File: src/design/sbtc_pkg.sv
// ======================================================================
// constants and types of the sixteen-bit timer/counter
package sbtc_pkg;

  // ====================================================================
  // register map, byte addresses on the apb
  localparam int ADDR_W = 8;
  localparam logic [7:0] OFS_COUNT_LOW = 8'h00;
  localparam logic [7:0] OFS_COUNT_HIGH = 8'h04;
  localparam logic [7:0] OFS_FLAG = 8'h08;
  localparam logic [7:0] OFS_ENABLE = 8'h0C;
  localparam logic [7:0] OFS_CTRL = 8'h10;

  // ====================================================================
  // field positions
  localparam int CTRL_RUN_BIT = 0;
  localparam int CTRL_CLK_SEL_BIT = 1;
  localparam int CTRL_SYNC_N_BIT = 2;
  localparam int CTRL_OSC_EN_BIT = 3;
  localparam int CTRL_PRESCALE_LSB = 4;
  localparam int CTRL_W = 6;
  localparam int FLAG_OVF_BIT = 0;
  localparam int ENABLE_OVF_BIT = 0;

  // ====================================================================
  // reset and limit values
  localparam logic [CTRL_W-1:0] CTRL_RESET = 6'h00;
  localparam logic [15:0] COUNT_MAX = 16'hFFFF;
  localparam logic [15:0] COUNT_MIN = 16'h0000;
  localparam logic [1:0] OSC_PINS_INPUT = 2'h3;

  // ====================================================================
  // timing: core clock is the oscillator, instruction cycle is fosc/4
  localparam int CORE_PERIOD_NS = 100;
  localparam int FOSC_PER_INSTR = 4;
  localparam int INSTR_PERIOD_NS = CORE_PERIOD_NS * FOSC_PER_INSTR;
  localparam int INSTR_CYCLES = INSTR_PERIOD_NS / CORE_PERIOD_NS;

  // ====================================================================
  // control register layout
  typedef struct packed {
    logic [1:0] prescale;
    logic crystal_osc_enable;
    logic sync_disable_n;
    logic clock_source_select;
    logic run_enable;
  } sbtc_ctrl_t;

endpackage : sbtc_pkg

File: src/design/sbtc_timer.sv
`timescale 1ns/1ns
`default_nettype none
// ======================================================================
// sixteen-bit timer/counter with apb registers
//
// Operation
// - count is sixteen bits in two software read/write bytes
// - count runs up from 0000 to FFFF, then wraps to 0000
// - each wrap sets a sticky overflow flag, flag register bit 0
// - interrupt request only while enable register bit 0 is set
// - control bit 1 clear: timer, one step per instruction cycle
// - control bit 1 set: counter, steps on external rising edges
// - counter edges from crystal input if oscillator enabled, else pin
// - counts only while control bit 0 is set
// - compare unit special event input clears the count
// - control bits 5:4 pick prescale 1, 2, 4 or 8
// - oscillator enabled forces both oscillator pins to inputs
// - sync control bit is ignored in timer mode
// - sync mode: prescaler output synchronised, prescaler ripples
// - sync counter in sleep: count holds, prescaler keeps counting
// - async counter keeps counting in sleep, overflow may wake core
// - any count byte write clears the prescaler
// - count write beats special event; special event sets no flag
// - control cleared on power-on reset; count never reset
module sbtc_timer (
  input wire logic CORE_CLK,
  input wire logic RESET,
  input wire logic PSEL,
  input wire logic PENABLE,
  input wire logic PWRITE,
  input wire logic [sbtc_pkg::ADDR_W-1:0] PADDR,
  input wire logic [31:0] PWDATA,
  output logic [31:0] PRDATA,
  output logic PREADY,
  output logic PSLVERR,
  input wire logic EXT_COUNT_CLOCK_PIN,
  input wire logic CRYSTAL_OSC_INPUT,
  input wire logic SLEEP,
  input wire logic SPECIAL_EVENT,
  input wire logic [1:0] PORT_DIRECTION_BITS,
  output logic [1:0] OSC_PIN_DIR,
  output logic CRYSTAL_OSC_DRIVE,
  output logic OVF_IRQ,
  output logic WAKE
);

  // ====================================================================
  // state
  sbtc_pkg::sbtc_ctrl_t ctrl_reg, ctrl_next;
  logic [7:0] count_low_byte_reg, count_low_byte_next;
  logic [7:0] count_high_byte_reg, count_high_byte_next;
  logic overflow_flag_reg, overflow_flag_next;
  logic overflow_irq_enable_reg, overflow_irq_enable_next;
  logic [1:0] phase_reg, phase_next;
  logic [31:0] prdata_reg, prdata_next;
  logic pready_reg, pready_next;
  logic pslverr_reg, pslverr_next;
  logic ovf_irq_reg, ovf_irq_next;
  logic wake_reg, wake_next;
  logic [1:0] osc_dir_reg, osc_dir_next;
  logic osc_drive_reg, osc_drive_next;

  // ====================================================================
  // bus decode
  logic access, rd_phase, wr_en, mapped;
  logic wr_low, wr_high, wr_flag, wr_enable, wr_ctrl, cnt_wr;
  logic [15:0] sixteen_bit_count;

  function automatic logic is_mapped(input logic [7:0] a);
    is_mapped = (a == sbtc_pkg::OFS_COUNT_LOW) ||
                (a == sbtc_pkg::OFS_COUNT_HIGH) ||
                (a == sbtc_pkg::OFS_FLAG) ||
                (a == sbtc_pkg::OFS_ENABLE) ||
                (a == sbtc_pkg::OFS_CTRL);
  endfunction : is_mapped

  assign access = PSEL && PENABLE;
  assign rd_phase = access && !pready_reg;
  assign wr_en = access && pready_reg && PWRITE;
  assign mapped = is_mapped(PADDR);
  assign wr_low = wr_en && (PADDR == sbtc_pkg::OFS_COUNT_LOW);
  assign wr_high = wr_en && (PADDR == sbtc_pkg::OFS_COUNT_HIGH);
  assign wr_flag = wr_en && (PADDR == sbtc_pkg::OFS_FLAG);
  assign wr_enable = wr_en && (PADDR == sbtc_pkg::OFS_ENABLE);
  assign wr_ctrl = wr_en && (PADDR == sbtc_pkg::OFS_CTRL);
  assign cnt_wr = wr_low || wr_high;
  assign sixteen_bit_count = {count_high_byte_reg, count_low_byte_reg};

  // ====================================================================
  // clock sources
  logic [1:0] pin_rise;
  logic instr_tick, sel_edge, pre_edge, pre_out, inc, wrap;

  sbtc_sync #(
    .W(2)
  ) u_sync (
    .clk(CORE_CLK),
    .rst(RESET),
    .din({CRYSTAL_OSC_INPUT, EXT_COUNT_CLOCK_PIN}),
    .rise(pin_rise)
  );

  always_comb
  begin
    phase_next = phase_reg + 2'h1;
    instr_tick = (32'(phase_reg) == sbtc_pkg::INSTR_CYCLES - 1);
    if (ctrl_reg.clock_source_select)
    begin
      // counter mode, source chosen by oscillator enable
      sel_edge = ctrl_reg.crystal_osc_enable ? pin_rise[1]
                                             : pin_rise[0];
    end
    else
    begin
      // timer mode; core clock stops in sleep
      sel_edge = instr_tick && !SLEEP;
    end
    pre_edge = sel_edge && ctrl_reg.run_enable;
  end

  sbtc_prescaler #(
    .W(3)
  ) u_prescaler (
    .clk(CORE_CLK),
    .rst(RESET),
    .clr(cnt_wr),
    .edge_in(pre_edge),
    .sel(ctrl_reg.prescale),
    .edge_out(pre_out)
  );

  always_comb
  begin
    // sync control only matters in counter mode
    if (ctrl_reg.clock_source_select && !ctrl_reg.sync_disable_n)
    begin
      inc = pre_out && !SLEEP;
    end
    else
    begin
      inc = pre_out;
    end
    wrap = inc && (sixteen_bit_count == sbtc_pkg::COUNT_MAX);
  end

  // ====================================================================
  // count and flag
  always_comb
  begin
    count_low_byte_next = count_low_byte_reg;
    count_high_byte_next = count_high_byte_reg;
    if (cnt_wr)
    begin
      // write wins over special event and increment
      if (wr_low)
      begin
        count_low_byte_next = PWDATA[7:0];
      end
      if (wr_high)
      begin
        count_high_byte_next = PWDATA[7:0];
      end
    end
    else if (SPECIAL_EVENT)
    begin
      {count_high_byte_next, count_low_byte_next} =
        sbtc_pkg::COUNT_MIN;
    end
    else if (inc)
    begin
      {count_high_byte_next, count_low_byte_next} =
        sixteen_bit_count + 16'h0001;
    end
    overflow_flag_next = overflow_flag_reg;
    if (wr_flag)
    begin
      overflow_flag_next = PWDATA[sbtc_pkg::FLAG_OVF_BIT];
    end
    if (wrap && !cnt_wr && !SPECIAL_EVENT)
    begin
      overflow_flag_next = 1'b1;
    end
    overflow_irq_enable_next = overflow_irq_enable_reg;
    if (wr_enable)
    begin
      overflow_irq_enable_next = PWDATA[sbtc_pkg::ENABLE_OVF_BIT];
    end
    ctrl_next = ctrl_reg;
    if (wr_ctrl)
    begin
      ctrl_next = PWDATA[sbtc_pkg::CTRL_W-1:0];
    end
  end

  // ====================================================================
  // outputs and bus answer
  always_comb
  begin
    ovf_irq_next = overflow_flag_reg && overflow_irq_enable_reg;
    wake_next = ovf_irq_next && SLEEP;
    osc_dir_next = ctrl_reg.crystal_osc_enable ? sbtc_pkg::OSC_PINS_INPUT
                                               : PORT_DIRECTION_BITS;
    osc_drive_next = ctrl_reg.crystal_osc_enable;
    pready_next = rd_phase;
    pslverr_next = rd_phase && !mapped;
    prdata_next = prdata_reg;
    if (rd_phase)
    begin
      case (PADDR)
        sbtc_pkg::OFS_COUNT_LOW: prdata_next = {24'h000000, count_low_byte_reg};
        sbtc_pkg::OFS_COUNT_HIGH:
          prdata_next = {24'h000000, count_high_byte_reg};
        sbtc_pkg::OFS_FLAG: prdata_next = {31'h00000000, overflow_flag_reg};
        sbtc_pkg::OFS_ENABLE:
          prdata_next = {31'h00000000, overflow_irq_enable_reg};
        sbtc_pkg::OFS_CTRL: prdata_next = {26'h0000000, ctrl_reg};
        default: prdata_next = 32'h00000000;
      endcase
    end
  end

  always_ff @(posedge CORE_CLK)
  begin
    // count bytes have no reset; a special event still clears them during reset
    count_low_byte_reg <= count_low_byte_next;
    count_high_byte_reg <= count_high_byte_next;
    if (RESET)
    begin
      ctrl_reg <= sbtc_pkg::CTRL_RESET;
      overflow_flag_reg <= 1'b0;
      overflow_irq_enable_reg <= 1'b0;
      phase_reg <= 2'h0;
      prdata_reg <= 32'h00000000;
      pready_reg <= 1'b0;
      pslverr_reg <= 1'b0;
      ovf_irq_reg <= 1'b0;
      wake_reg <= 1'b0;
      osc_dir_reg <= 2'h0;
      osc_drive_reg <= 1'b0;
    end
    else
    begin
      ctrl_reg <= ctrl_next;
      overflow_flag_reg <= overflow_flag_next;
      overflow_irq_enable_reg <= overflow_irq_enable_next;
      phase_reg <= phase_next;
      prdata_reg <= prdata_next;
      pready_reg <= pready_next;
      pslverr_reg <= pslverr_next;
      ovf_irq_reg <= ovf_irq_next;
      wake_reg <= wake_next;
      osc_dir_reg <= osc_dir_next;
      osc_drive_reg <= osc_drive_next;
    end
  end

  assign PRDATA = prdata_reg;
  assign PREADY = pready_reg;
  assign PSLVERR = pslverr_reg;
  assign OVF_IRQ = ovf_irq_reg;
  assign WAKE = wake_reg;
  assign OSC_PIN_DIR = osc_dir_reg;
  assign CRYSTAL_OSC_DRIVE = osc_drive_reg;

  // ====================================================================
  // checks
  property p_wrap_sets_flag;
    @(posedge CORE_CLK) disable iff (RESET)
      (wrap && !cnt_wr && !SPECIAL_EVENT) |=> overflow_flag_reg;
  endproperty
  a_wrap_sets_flag: assert property (p_wrap_sets_flag)
    else $error("wrap did not set overflow flag");

  property p_irq_gated;
    @(posedge CORE_CLK) disable iff (RESET)
      !$past(RESET) |->
        (OVF_IRQ == $past(overflow_flag_reg && overflow_irq_enable_reg));
  endproperty
  a_irq_gated: assert property (p_irq_gated)
    else $error("interrupt request not flag and enable");

  property p_stopped_holds;
    @(posedge CORE_CLK) disable iff (RESET)
      (!ctrl_reg.run_enable && !cnt_wr && !SPECIAL_EVENT) |=>
        (sixteen_bit_count == $past(sixteen_bit_count));
  endproperty
  a_stopped_holds: assert property (p_stopped_holds)
    else $error("count moved while stopped");

  property p_special_clears;
    @(posedge CORE_CLK) disable iff (RESET)
      (SPECIAL_EVENT && !cnt_wr) |=> (sixteen_bit_count == 16'h0000);
  endproperty
  a_special_clears: assert property (p_special_clears)
    else $error("special event did not clear count");

  property p_write_beats_special;
    @(posedge CORE_CLK) disable iff (RESET)
      (SPECIAL_EVENT && wr_low) |=>
        (count_low_byte_reg == $past(PWDATA[7:0]));
  endproperty
  a_write_beats_special: assert property (p_write_beats_special)
    else $error("special event overrode count write");

  property p_special_no_flag;
    @(posedge CORE_CLK) disable iff (RESET)
      (SPECIAL_EVENT && !overflow_flag_reg && !wr_flag) |=>
        !overflow_flag_reg;
  endproperty
  a_special_no_flag: assert property (p_special_no_flag)
    else $error("special event set overflow flag");

  property p_osc_pins_input;
    @(posedge CORE_CLK) disable iff (RESET)
      ctrl_reg.crystal_osc_enable |=> (OSC_PIN_DIR == 2'h3);
  endproperty
  a_osc_pins_input: assert property (p_osc_pins_input)
    else $error("oscillator pins not forced to input");

  property p_step_by_one;
    @(posedge CORE_CLK) disable iff (RESET)
      (inc && !cnt_wr && !SPECIAL_EVENT) |=>
        (sixteen_bit_count == 16'($past(sixteen_bit_count) + 16'h0001));
  endproperty
  a_step_by_one: assert property (p_step_by_one)
    else $error("count did not step by one");

  property p_ctrl_high_zero;
    @(posedge CORE_CLK) disable iff (RESET)
      (rd_phase && PADDR == 8'h10) |=> (PRDATA[31:6] == 26'h0000000);
  endproperty
  a_ctrl_high_zero: assert property (p_ctrl_high_zero)
    else $error("unused control bits read nonzero");

  property p_sync_sleep_holds;
    @(posedge CORE_CLK) disable iff (RESET)
      (SLEEP && ctrl_reg.clock_source_select && !ctrl_reg.sync_disable_n &&
       !cnt_wr && !SPECIAL_EVENT) |=>
        (sixteen_bit_count == $past(sixteen_bit_count));
  endproperty
  a_sync_sleep_holds: assert property (p_sync_sleep_holds)
    else $error("synchronised count moved in sleep");

endmodule : sbtc_timer
`default_nettype wire

File: src/design/sbtc_sync.sv
`timescale 1ns/1ns
`default_nettype none
// ======================================================================
// three-stage pin synchroniser with rising-edge pulse
module sbtc_sync #(
  parameter int W = 2
) (
  input wire logic clk,
  input wire logic rst,
  input wire logic [W-1:0] din,
  output logic [W-1:0] rise
);

  logic [W-1:0] s1_reg, s2_reg, s3_reg, lvl_reg;
  logic [W-1:0] lvl_next;

  // level follows once stages two and three agree
  always_comb
  begin
    lvl_next = lvl_reg;
    for (int i = 0; i < W; i++)
    begin
      if (s2_reg[i] == s3_reg[i])
      begin
        lvl_next[i] = s3_reg[i];
      end
    end
    rise = lvl_next & ~lvl_reg;
  end

  always_ff @(posedge clk)
  begin
    if (rst)
    begin
      s1_reg <= '0;
      s2_reg <= '0;
      s3_reg <= '0;
      lvl_reg <= '0;
    end
    else
    begin
      s1_reg <= din;
      s2_reg <= s1_reg;
      s3_reg <= s2_reg;
      lvl_reg <= lvl_next;
    end
  end

endmodule : sbtc_sync
`default_nettype wire

File: src/design/sbtc_prescaler.sv
`timescale 1ns/1ns
`default_nettype none
// ======================================================================
// ripple-style prescaler: 1:1, 1:2, 1:4, 1:8
module sbtc_prescaler #(
  parameter int W = 3
) (
  input wire logic clk,
  input wire logic rst,
  input wire logic clr,
  input wire logic edge_in,
  input wire logic [1:0] sel,
  output logic edge_out
);

  logic [W-1:0] cnt_reg, cnt_next;
  logic [W-1:0] lim;

  // low bits that must all be one before the output fires
  function automatic logic [W-1:0] ratio_mask(input logic [1:0] s);
    ratio_mask = W'((4'h1 << s) - 4'h1);
  endfunction : ratio_mask

  always_comb
  begin
    lim = ratio_mask(sel);
    cnt_next = cnt_reg;
    edge_out = 1'b0;
    if (clr)
    begin
      cnt_next = '0;
    end
    else if (edge_in)
    begin
      cnt_next = cnt_reg + W'(1);
      edge_out = ((cnt_reg & lim) == lim);
    end
  end

  always_ff @(posedge clk)
  begin
    if (rst)
    begin
      cnt_reg <= '0;
    end
    else
    begin
      cnt_reg <= cnt_next;
    end
  end

  property p_clear_empties;
    @(posedge clk) disable iff (rst)
      clr |=> (cnt_reg == '0);
  endproperty
  a_clear_empties: assert property (p_clear_empties)
    else $error("prescaler not cleared");

  property p_one_to_one;
    @(posedge clk) disable iff (rst)
      (!clr && edge_in && sel == 2'h0) |-> edge_out;
  endproperty
  a_one_to_one: assert property (p_one_to_one)
    else $error("1:1 prescale dropped an edge");

endmodule : sbtc_prescaler
`default_nettype wire

File: config.mk
export PLATFORM = sky130hd
export DESIGN_NAME = sbtc_timer
export DESIGN_NICKNAME = d
export VERILOG_FILES = /design/src/design/sbtc_pkg.sv /design/src/design/sbtc_timer.sv /design/src/design/sbtc_sync.sv /design/src/design/sbtc_prescaler.sv
export SDC_FILE = /design/constraint.sdc
export NUM_CORES = 1
export LEC_CHECK = 0
export ABC_AREA = 0
export BUFFER_PORTS_ARGS = -buffer_cell sky130_fd_sc_hd__buf_2
export CAP_MARGIN = 20
export CORE_MARGIN = 8
export CORE_UTILIZATION = 54
export CTS_CLUSTER_SIZE = 14
export DETAILED_ROUTE_END_ITERATION = 10
export PLACE_DENSITY = 0.94
export SYNTH_ARGS = -nofsm -noshare
export SYNTH_HDL_FRONTEND = slang
export SYNTH_SLANG_ARGS = --single-unit
File: constraint.sdc
create_clock -name CORE_CLK -period 5.2 [get_ports CORE_CLK]
set_clock_uncertainty 0.1 [all_clocks]
set_input_delay 1.04 -clock CORE_CLK [delete_from_list [all_inputs] [get_ports CORE_CLK]]
set_output_delay 1.04 -clock CORE_CLK [all_outputs]
set_load 0.02 [all_outputs]
Word-level counts from Yosys, hierarchy flattened
Cells that the tools add are included.
{"block": "classes", "addsub": 4, "eq_ne": 11, "n_shift": 1, "muxes": 19, "bitwise": 3, "n_reduce_logical": 36}
{"op": "$mux 8", "count": 8}
{"op": "$pmux 8 s5", "count": 1}
{"op": "$logic_and 1x1->1", "count": 19}
{"op": "$add 16x1->16 const B", "count": 1}
{"op": "$eq 16x16->1 const B", "count": 1}
{"op": "$eq 8x4->1 const B", "count": 2}
{"op": "$mux 1", "count": 9}
{"op": "$eq 8x3->1 const B", "count": 1}
{"op": "$eq 8x5->1 const B", "count": 1}
{"op": "$logic_not 8->1", "count": 1}
{"op": "$logic_not 1->1", "count": 6}
{"op": "$logic_or 1x1->1", "count": 5}
{"op": "$ne 2x2->1 const B", "count": 2}
{"op": "$reduce_and 2->1", "count": 2}
{"op": "$add 3x1->3 const B", "count": 1}
{"op": "$and 3x3->3", "count": 1}
{"op": "$eq 3x3->1", "count": 1}
{"op": "$reduce_bool 3->1", "count": 1}
{"op": "$shl 1x2->3 const A", "count": 1}
{"op": "$sub 3x1->3 const B", "count": 1}
{"op": "$add 2x1->2 const B", "count": 1}
{"op": "$and 2x2->2", "count": 1}
{"op": "$eq 1x1->1", "count": 2}
{"op": "$eq 2x2->1 const B", "count": 1}
{"op": "other kinds (4)", "count": 4}
{"block": "totals", "regBits": 76, "in_bits": 51, "out_inout_bits": 39, "elab_cells": 96}

Longest topological paths before layout
Gate-level depths: netlist of the first run.
{"block": "logic_depth", "ltp_word": 14, "ltp_mapped": 6, "mapped_depth_nobuf": 6}

Hierarchy
Synthesis of the first run repeated with hierarchy kept, for this count alone.
{"block": "unflattened", "hier_cells": 275, "area_unflattened_um2": 2603.7}
{"mod": "sbtc_timer", "instances": 1, "cells_each": 234, "area_each_um2": 2208.4, "seq_area_each_um2": 980.9}
{"mod": "sbtc_sync", "instances": 1, "cells_each": 24, "area_each_um2": 242.7, "seq_area_each_um2": 160.2}
{"mod": "sbtc_prescaler", "instances": 1, "cells_each": 17, "area_each_um2": 152.6, "seq_area_each_um2": 60.1}

Worst setup path before layout of the first run
No wires, ideal clock.
{"block": "synth_timing", "kind": "input-to-reg", "start": "in PADDR[7] (netlist name)", "end": "reg count_high_byte_reg[0] (enable)", "setup_ps": 375, "t_arrival_ps": 2680, "t_required_ps": 4725, "setup_slack_ps": 2044, "path_stages": 6, "n_path_buf": 1, "path_cell_list": "or4_1 > and4bb_4 > or2_1 > buf_6 > a21oi_1 > a21oi_1"}
{"block": "synth_via", "elab_chain_len": 8, "elab_cells_between_ends": 11, "classes_between": "eq/ne (2); mux (2); reduce/logical (7)"}
{"item": "start: declaration", "line": "sbtc_timer.sv:31", "rtl": "input wire logic [sbtc_pkg::ADDR_W-1:0] PADDR,"}
{"item": "$eq 8x3->1 or $logic_not 8->1 (tied branches)", "line": "sbtc_timer.sv:82, sbtc_timer.sv:81"}
{"item": "$logic_and 1x1->1 (on tied branches)", "line": "sbtc_timer.sv:82, sbtc_timer.sv:81"}
{"item": "$logic_or 1x1->1", "line": "sbtc_timer.sv:86", "rtl": "assign cnt_wr = wr_low || wr_high;"}
{"item": "$mux 1", "line": "sbtc_prescaler.sv:29", "rtl": "if (clr)"}
{"item": "$logic_and 1x1->1", "line": "sbtc_timer.sv:137", "rtl": "inc = pre_out && !SLEEP;"}
{"item": "$mux 1", "line": "sbtc_timer.sv:135", "rtl": "if (ctrl_reg.clock_source_select && !ctrl_reg.sync_disable_n)"}
{"item": "$reduce_bool 3->1 (no source line)"}
{"item": "$reduce_and 2->1 (no source line) (*)"}
{"item": "end signal: assignment", "line": "sbtc_timer.sv:226", "rtl": "count_high_byte_reg <= count_high_byte_next;"}
{"item": "end: declaration", "line": "sbtc_timer.sv:51", "rtl": "logic [7:0] count_high_byte_reg, count_high_byte_next;"}
Mark *: on every way between the ends. The rest lies on a longest branch, timed or not.
A chain may end at the register's enable or synchronous reset.

Worst setup path after layout of the first run
{"block": "layout_timing", "start": "in PADDR[7] (netlist name)", "end": "reg count_low_byte_reg[6] (enable)"}
{"block": "layout_via", "elab_chain_len": 8, "elab_cells_between_ends": 11, "classes_between": "eq/ne (2); mux (2); reduce/logical (7)"}
{"item": "$eq 8x3->1 or $logic_not 8->1 (tied branches)", "line": "sbtc_timer.sv:82, sbtc_timer.sv:81"}
{"item": "$logic_and 1x1->1 (on tied branches)", "line": "sbtc_timer.sv:82, sbtc_timer.sv:81"}
{"item": "$logic_or 1x1->1", "line": "sbtc_timer.sv:86"}
{"item": "$mux 1", "line": "sbtc_prescaler.sv:29"}
{"item": "$logic_and 1x1->1", "line": "sbtc_timer.sv:137"}
{"item": "$mux 1", "line": "sbtc_timer.sv:135"}
{"item": "$reduce_bool 3->1 (no source line)"}
{"item": "$reduce_and 2->1 (no source line) (*)"}
{"item": "end signal: assignment", "line": "sbtc_timer.sv:225", "rtl": "count_low_byte_reg <= count_low_byte_next;"}
{"item": "end: declaration", "line": "sbtc_timer.sv:50", "rtl": "logic [7:0] count_low_byte_reg, count_low_byte_next;"}
Marks and branches as above.

==> results of run 1 <==
stage by stage:
step | area [µm²] | cells
after floorplan | 2700 | 298
after global placement | 2750 | 359
after detailed placement | 2750 | 359
after CTS | 2830 | 367
after global routing | 2830 | 367
final | 2830 | 367
cell usage after synthesis (all sizes together), types with 6 or more instances:
cell type,n
clkbuf,9
mux2i,16
dfxtp,36
nand3,9
a22oi,7
nand2,21
nor2b,12
xnor2,10
edfxtp,16
a21oi,6
buf,26
nor2,30
o21ai,27
power by group:
group	total [µW]	switching, µW	internal, µW
sequential	444	12.1	432
combinational	75.0	50.5	24.5
clock	228	131	96.3
worst max-delay path by stage:
stage / from / to / slack [ps] / cells past startpoint
global placement: PADDR[7] / count_low_byte_reg[5] / 1420 / 7
floorplan: PADDR[7] / count_high_byte_reg[0] / 2040 / 6
CTS: PADDR[7] / count_low_byte_reg[7] / 1680 / 7
detailed placement: PADDR[7] / count_low_byte_reg[4] / 1350 / 7
global route: PADDR[7] / count_high_byte_reg[6] / 1540 / 7
finish: PADDR[7] / count_low_byte_reg[6] / 1630 / 7
layout by cell type, fill, tap and decap left out, drive strengths merged, types with 6 or more instances in the layout:
cell,Yosys,routed
buf,26,42
o21ai,27,27
a21oi,6,6
nand3,9,9
nand2,21,21
mux2i,16,16
xnor2,10,10
clkbuf,9,6
dfxtp,36,36
conb,1,24
nor2,30,30
nor2b,12,12
inv,5,6
edfxtp,16,16
a22oi,7,7
area by class of cell:
type	count	area, µm²
inverters	5	18.8
flip-flops and latches	52	1200
clock inverters	2	15.0
multi-input cells	206	1250
well taps	54	67.6
repair buffers	42	213
clock buffers	6	72.6
fillers	380	1860
logic make-up after synthesis:
| group | after synthesis | synth area share |
|---|---|---|
| multiplexers | 18 | 0.0700 |
| AO/OA/AOI/OAI | 48 | 0.115 |
| XOR/XNOR | 15 | 0.0503 |
| adder cells (fa/ha/maj) | 3 | 0.0144 |
| flip-flops | 52 | 0.460 |
| AND/OR/NAND/NOR | 98 | 0.193 |
| buffers and inverters | 40 | 0.0958 |
| other | 1 | 0.00144 |
critical path, cell delays in order:
cell and delay, ps:
buf_2 90, or4_1 580, and4bb_4 510, or2_1 130
buf_4 200, a21oi_1 80, a21oi_1 750
per-layer routing:
layer / track usage / vias to the layer above / share of wire
met4: 0.0780 / 0 / 0.024
met5: 0 / - / 0
met1: 0.187 / 938 / 0.39
met2: 0.240 / 107 / 0.45
li1: - / 987 / -
met3: 0.0649 / 17 / 0.13
==> metrics.txt, run 1 <==
final worst-path cycle share 0.686; reg2reg end count_low_byte_reg[6]; Die Width 85.5 µm; Worst setup EP type register; Fin. Hold Viols 0; Avg WL per Cell between 15 and 20 µm; CP Launch Type primary input; Routed Antenna Nets 0; first-pass GRT wire length around 9300 µm; drc violations 0; Worst IR Drop VDD between 0.09 and 0.1 mV; diode count 0; max_slew headroom 0.381; FF+latch count, synth 52; Setup Buffers After CTS 0; post-place setup slack 1350 ps; drt total wl around 5700 µm; CTS buffer count 5; final setup vio count 0; synth unique cells 44; Vias/cell approximately 5.6; register area share after synthesis 0.460; number of gates resized after cts 0; RSZ-0062 raised after global routing no; Hold Crit Start phase_reg[0]; antenna violations before repair 0; crit-path max FO 18; worst hold endpoint phase_reg[0]; share of layout cells above drive strength 1 0.182; Layout Utilization 0.604; worst setup margin between 1500 and 2000 ps; synthesis-to-layout area growth 8.53%; Total GRT Usage 0.158; Via Count between 2k and 2.5k; Fin Setup TNS 0 ps; post-synth top area share 0.276; Gate Count Post-Synth approximately 280; FFs w/ async S/R, synth 0; Slew Limit Fails 0; power per cell area ~260 nW/µm²; worst slew pin tran a little over 900 ps; post-layout power between 700 and 800 µW; Synth area leaders dfxtp_1, edfxtp_1, buf_4; worst hold slack about 330 ps; Die Height 85.5 µm; Synth Flop Type dfxtp_1; Hold Path Depth 1; r2r startpoint PREADY; Initial Util 0.557; post-synth top area cell dfxtp_1; Reg2Reg Depth 6; # rows 25; Root Driver clkbuf_8; worst-case clock buffer depth 2; estimated wirelength of the detail-placed design around 4200 µm; Syn Std Cell Area about 2600 µm²; min Tclk post-route roughly 3600 ps; Ports 90; Final GP Congestion between 0.8 and 0.9; fmax roughly 280 MHz; Hold Buf Count CTS 0; WP data required about 5000 ps; EDFF count, synth 16; CTS tree yes; run status completed; drt initial violations 203; critical path arrival approximately 3400 ps; LEAKAGE 0.00119 µW; clock sinks between 50 and 60; global route overflow 0; core area between 4000 and 5000 µm²; yosys warns 0; final net count approximately 370; min-delay worst type register to register; CP Class primary input to register; full die area about 7300 µm²; Reg clk slew, reported paths 90 ps; MaxCap Viol Count 0; flop-to-flop setup slack around 2500 ps; htree depth 2; Skew-Pair Late Insertion Delay 310 ps; Syn Area/Cell roughly 9.5 µm²; largest net degree at the start of global routing 36; port bufs approximately 40; 1st-pass router iterations 4; number of global-route vias before repair roughly 1.9k
No activity file was read; power rests on OpenSTA's default activity.
==> run 2: changes to the inputs <==
Settings changed: CORE_UTILIZATION 54 to 50, PLACE_DENSITY 0.94 to 0.89.
Clock period 5.2 ns to 3.45 ns, I/O delays scaled along.
==> run 2 against run 1 <==
- power rose by 51%
- worst hold slack improved by 6.1 ps
- critical path depth did not move
- largest power group unchanged
==> metrics.txt, run 2 (synthesized netlist as in run 1, its figures left out) <==
Die Height 88.3 µm (was 85.5 µm); CTS tree yes (unchanged); synthesis-to-layout area growth 10.0% (was 8.53%); Vias/cell 5.35 (was 5.58); 1st-pass router iterations 4 (unchanged); final worst-path cycle share 0.766; Slew Limit Fails 0 (unchanged); Fin Setup TNS 0 ps (unchanged); MaxCap Viol Count 0 (unchanged); power per cell area 392 nW/µm² (was 264 nW/µm²); reg2reg end count_high_byte_reg[1] (was count_low_byte_reg[6]); largest net degree at the start of global routing 36 (unchanged); drc violations 0 (unchanged); first-pass GRT wire length 9470 µm (was 9260 µm); worst slew pin tran 633 ps (was 928 ps); max_slew headroom 0.578 (was 0.381); critical path arrival 2570 ps (was 3400 ps); Fin. Hold Viols 0 (unchanged); antenna violations before repair 0 (unchanged); number of global-route vias before repair 2,008 (was 1,930); WP data required 3370 ps (was 5040 ps); commonest cells after routing, fill and taps aside buf_2, dfxtp_1, nor2_1 (unchanged); Avg WL per Cell 15.2 µm (was 15.5 µm); share of layout cells above drive strength 1 0.190 (was 0.182); Root Driver clkbuf_8 (unchanged); core area 5070 µm² (was 4690 µm²); NetSw 293 µW (was 194 µW); clock sinks 52 (unchanged); CP Launch Type primary input (unchanged); min Tclk post-route ~2600 ps; CP Class primary input to register (unchanged); min-delay worst type register to register (unchanged); estimated wirelength of the detail-placed design 4300 µm (was 4190 µm); global route overflow 0 (unchanged); post-place setup slack 453 ps (was 1350 ps); port bufs 41 (unchanged); Routed Antenna Nets 0 (unchanged); CTS buffer count 5 (unchanged); Setup Buffers After CTS 0 (unchanged); storage element area 1200 µm² (unchanged); Layout Utilization 0.566 (was 0.604); commonest non-fill, non-tap cell in the layout buf_2 (unchanged); Final GP Congestion 0.857 (was 0.848); number of gates resized after cts 0 (unchanged); Initial Util 0.515 (was 0.557); full die area 7790 µm² (was 7320 µm²); r2r startpoint PREADY (unchanged); worst-case clock buffer depth 2 (unchanged); # rows 26 (was 25); Worst IR Drop VDD 0.148 mV (was 0.0995 mV); drt total wl 5880 µm (was 5700 µm); Comb power frac 0.102 (was 0.100); Hold Buf Count CTS 0 (unchanged); part of the power in registers 0.595 (about the same); Via Count 2,066 (was 2,049); fmax about 380 MHz; Hold Path Depth 1 (unchanged); Worst setup EP type register (unchanged); Hold Crit Start phase_reg[0] (unchanged); run status completed (unchanged); Ports 90 (unchanged); Total GRT Usage 0.155 (was 0.158); crit-path max FO 14 (was 18); Layout fillers 465 (was 380); worst hold endpoint phase_reg[0] (unchanged); Sw Share 0.260 (about the same); final setup vio count 0 (unchanged); P_int 832 µW (was 553 µW); Reg2Reg Depth 6 (unchanged); LEAKAGE 0.00121 µW (was 0.00119 µW); drt initial violations 166 (was 203); worst setup margin 807 ps (was 1630 ps); Die Width 88.3 µm (was 85.5 µm); flop-to-flop setup slack 1310 ps (was 2500 ps); Reg clk slew, reported paths 90 ps (about the same); RSZ-0062 raised after global routing no (unchanged); htree depth 2 (unchanged); diode count 0 (unchanged); Skew-Pair Late Insertion Delay 310 ps (about the same); final net count 369 (was 366); area of the multi-input gates 1250 µm² (unchanged); clock share of power 0.303 (was 0.305)
## run 2: cell types whose count changed in the layout (fill, tap and decap cells not counted)
| cell | before | now |
|---|---|---|
| buf_4 | 1 | 4 |
| clkinv_2 | 0 | 1 |
| clkinv_4 | 1 | 0 |
## run 2: power by group through the flow
stage,Clock (µW),Combinational [µW],Sequential [µW]
after floorplan,0,98.0,681
after global placement,0,109,681
after detailed placement,0,111,683
after CTS,346,112,669
after global routing,378,126,672
final,341,115,670
## run 2: layout make-up
| cell class | count | share of cell area |
|---|---|---|
| Multi-Input combinational cell | 206 | 0.434 |
| Sequential cell | 52 | 0.418 |
| Timing Repair Buffer | 45 | 0.0819 |
| Tap cell | 70 | 0.0305 |
| Clock buffer | 6 | 0.0253 |
| Inverter | 5 | 0.00653 |
| Clock inverter | 2 | 0.00392 |
## run 2: routing by layer
| metal | track usage | vias up | share of wire |
|---|---|---|---|
| met1 | 0.183 | 967 | 0.39 |
| met2 | 0.255 | 95 | 0.46 |
| met4 | 0.0538 | 0 | 0.020 |
| met5 | 0 | - | 0 |
| met3 | 0.0511 | 11 | 0.13 |
| li1 | - | 993 | - |
## run 2: how the worst max path moves through the flow
stage | slack [ps] | start | endpoint
6_report | 810 | PADDR[7] | count_high_byte_reg[1]
3_3_place_gp | 530 | PADDR[7] | count_high_byte_reg[2]
5_1_grt | 710 | PADDR[7] | count_high_byte_reg[1]
2_1_floorplan | 640 | PADDR[7] | count_high_byte_reg[0]
4_1_cts | 800 | PADDR[7] | count_high_byte_reg[3]
3_5_place_dp | 450 | PADDR[7] | count_high_byte_reg[3]
## run 2: worst max-delay path: stages
cell and delay, ps:
buf_2 90, or4_1 550, and4bb_4 500, or2_1 160, a21oi_1 60, a21oi_1 280
buf_4 220
## run 2: metrics by stage
stage | cell area (µm²) | cells | power, µW | hold WS (ps)
floorplan | 2700 | 298 | 779 | 299
global placement | 2790 | 378 | 790 | 307
detailed placement | 2790 | 378 | 795 | 328
CTS | 2870 | 386 | 1130 | 341
global route | 2870 | 386 | 1180 | 358
finish | 2870 | 386 | 1130 | 334
==> run 3: changes to the inputs <==
Clock period 3.45 ns to 2.73 ns, I/O delays scaled along.
==> run 3 against run 2 <==
- sequential cell count stayed put
- die area did not move
- critical path depth is the same
- global-route usage is 0.23 points lower
- clock power up 33%
- first-iteration DRC count grew 4.8%
- combinational power grew 30%
- power up 29%
- count of clock-buffer cells in the layout decreased by 1
- final area grew 1.4%
- worst setup slack worse by 320 ps
- register-to-register slack worse by 610 ps
==> metrics.txt, run 3 (synthesized netlist as in run 1, its figures left out) <==
run status completed (unchanged); Vias/cell 5.33 (was 5.35); number of gates resized after cts 0 (unchanged); CTS tree yes (unchanged); worst-case clock buffer depth 2 (unchanged); power per cell area 497 nW/µm² (was 392 nW/µm²); crit path to count_low_byte_reg[6] (was count_high_byte_reg[1]); commonest cells after routing, fill and taps aside buf_2, dfxtp_1, nor2_1 (unchanged); drt initial violations 174 (was 166); Reg clk slew, reported paths 110 ps (was 90 ps); MaxCap Viol Count 0 (unchanged); P_int 1060 µW (was 832 µW); crit-path max FO 4 (was 14); Total GRT Usage 0.152 (was 0.155); htree depth 2 (unchanged); diode count 0 (unchanged); Initial Util 0.515 (unchanged); # rows 26 (unchanged); final setup vio count 0 (unchanged); LEAKAGE 0.00123 µW (was 0.00121 µW); Slew Limit Fails 0 (unchanged); 1st-pass router iterations 5 (was 4); Skew-Pair Late Insertion Delay 320 ps (was 310 ps); Fin Setup TNS 0 ps (unchanged); Slowest-stage cell, CP or4_1 (unchanged); most used cell, CP a21oi_1 (unchanged); final worst-path cycle share 0.822; Worst setup EP type register (unchanged); port bufs 41 (unchanged); largest net degree at the start of global routing 36 (unchanged); min Tclk post-route 2240 ps; Die Width 88.3 µm (unchanged); flop-to-flop setup slack 700 ps (was 1310 ps); Die Height 88.3 µm (unchanged); Sw Share 0.267 (was 0.260); Fin. Hold Viols 0 (unchanged); commonest non-fill, non-tap cell in the layout buf_2 (unchanged); worst slew pin tran 615 ps (was 633 ps); CP bufs+invs 2 (unchanged); Routed Antenna Nets 0 (unchanged); max_slew headroom 0.590 (was 0.578); NetSw 387 µW (was 293 µW); first-pass GRT wire length 9250 µm (was 9470 µm); CTS buffer count 5 (unchanged); post-place setup slack 171 ps (was 453 ps); Final GP Congestion 0.867 (was 0.857); min-delay worst type primary input to register (was register to register); crit path launch PADDR[7] (unchanged); r2r startpoint PREADY (unchanged); synthesis-to-layout area growth 11.6% (was 10.0%); Comb power frac 0.103 (was 0.102); drc violations 0 (unchanged); global route overflow 0 (unchanged); cell family with most CP delay simple AND/OR/NAND/NOR gates (unchanged); estimated wirelength of the detail-placed design 4420 µm (was 4300 µm); number of global-route vias before repair 1,948 (was 2,008); clock sinks 52 (unchanged); clock share of power 0.313 (was 0.303); critical path arrival 2180 ps (was 2570 ps); final net count 373 (was 369); Stages on worst setup path 7 (unchanged); full die area 7790 µm² (unchanged); Worst IR Drop VDD 0.202 mV (was 0.148 mV); WP data required 2660 ps (was 3370 ps); antenna violations before repair 0 (unchanged); Via Count 2,079 (was 2,066); Hold Buf Count CTS 0 (unchanged); Avg WL per Cell 14.9 µm (was 15.2 µm); RSZ-0062 raised after global routing no (unchanged); core area 5070 µm² (unchanged); part of the power in registers 0.584 (was 0.595); Root Driver clkbuf_8 (unchanged); drt total wl 5810 µm (was 5880 µm); reg2reg end overflow_flag_reg (was count_high_byte_reg[1]); share of layout cells above drive strength 1 0.203 (was 0.190); worst setup margin 485 ps (was 807 ps); slowest cell delay on critical path 570 ps (was 550 ps); CP Launch Type primary input (unchanged); fmax about 450 MHz; CP Class primary input to register (unchanged); Setup Buffers After CTS 0 (unchanged); Ports 90 (unchanged); Reg2Reg Depth 6 (unchanged); cell chain of the critical path buf_2 > or4_1 > and4bb_4 > or2_1 > a21oi_1 > a21oi_1 > buf_4 (unchanged)
[run 3: changes by cell type in the layout (fill, tap and decap cells not counted), sizes merged]
cell / delta
clkbuf: -1
clkinv: +1
buf: +4
[run 3: power groups by stage]
| stage | logic, µW | registers (µW) | clock network, µW |
|---|---|---|---|
| floorplan | 124 | 861 | 0 |
| global placement | 141 | 861 | 0 |
| finish | 149 | 846 | 454 |
| detailed placement | 146 | 863 | 0 |
| CTS | 147 | 846 | 467 |
| global route | 163 | 851 | 490 |
[run 3: stage by stage]
| stage | utilization | std cells | total power (µW) | hold slack (ps) | cell area, µm² |
|---|---|---|---|---|---|
| 6_report | 0.574 | 390 | 1450 | 328 | 2910 |
| 5_1_grt | 0.574 | 390 | 1500 | 333 | 2910 |
| 4_1_cts | 0.574 | 390 | 1460 | 320 | 2910 |
| 3_5_place_dp | 0.555 | 382 | 1010 | 326 | 2820 |
| 3_3_place_gp | 0.555 | 382 | 1000 | 306 | 2820 |
| 2_1_floorplan | - | 298 | 985 | 299 | 2700 |
[run 3: area by class of cell]
class                   count  area (µm²)
repair buffers             49         265
flip-flops and latches     52        1200
clock buffers               5        68.8
multi-input cells         206        1250
fillers                   449        2160
clock inverters             3        26.3
well taps                  70        87.6
inverters                   5        18.8
[run 3: per-layer routing]
metal	up-vias	GRT usage	wire length, µm
met5	-	0	0
met3	14	0.0492	682
met4	0	0.0661	116
met1	966	0.180	2310
li1	1003	-	-
met2	96	0.246	2700
[run 3: how the worst min path moves through the flow]
stage                                 from               end  depth (start not counted)
floorplan                     phase_reg[0]      phase_reg[0]                          1
global placement              phase_reg[0]      phase_reg[0]                          1
detailed placement        u_sync.s1_reg[1]  u_sync.s2_reg[1]                          1
CTS                 PORT_DIRECTION_BITS[0]    OSC_PIN_DIR[0]                          3
global route             CRYSTAL_OSC_INPUT  u_sync.s1_reg[1]                          2
finish              PORT_DIRECTION_BITS[0]    OSC_PIN_DIR[0]                          3
[run 3: worst min-delay path: cells and delay by family]
| family | cells | cell delay [ps] |
|---|---|---|
| buffers and inverters | 1 | 80 |
| and+or+nand+nor | 2 | 100 |
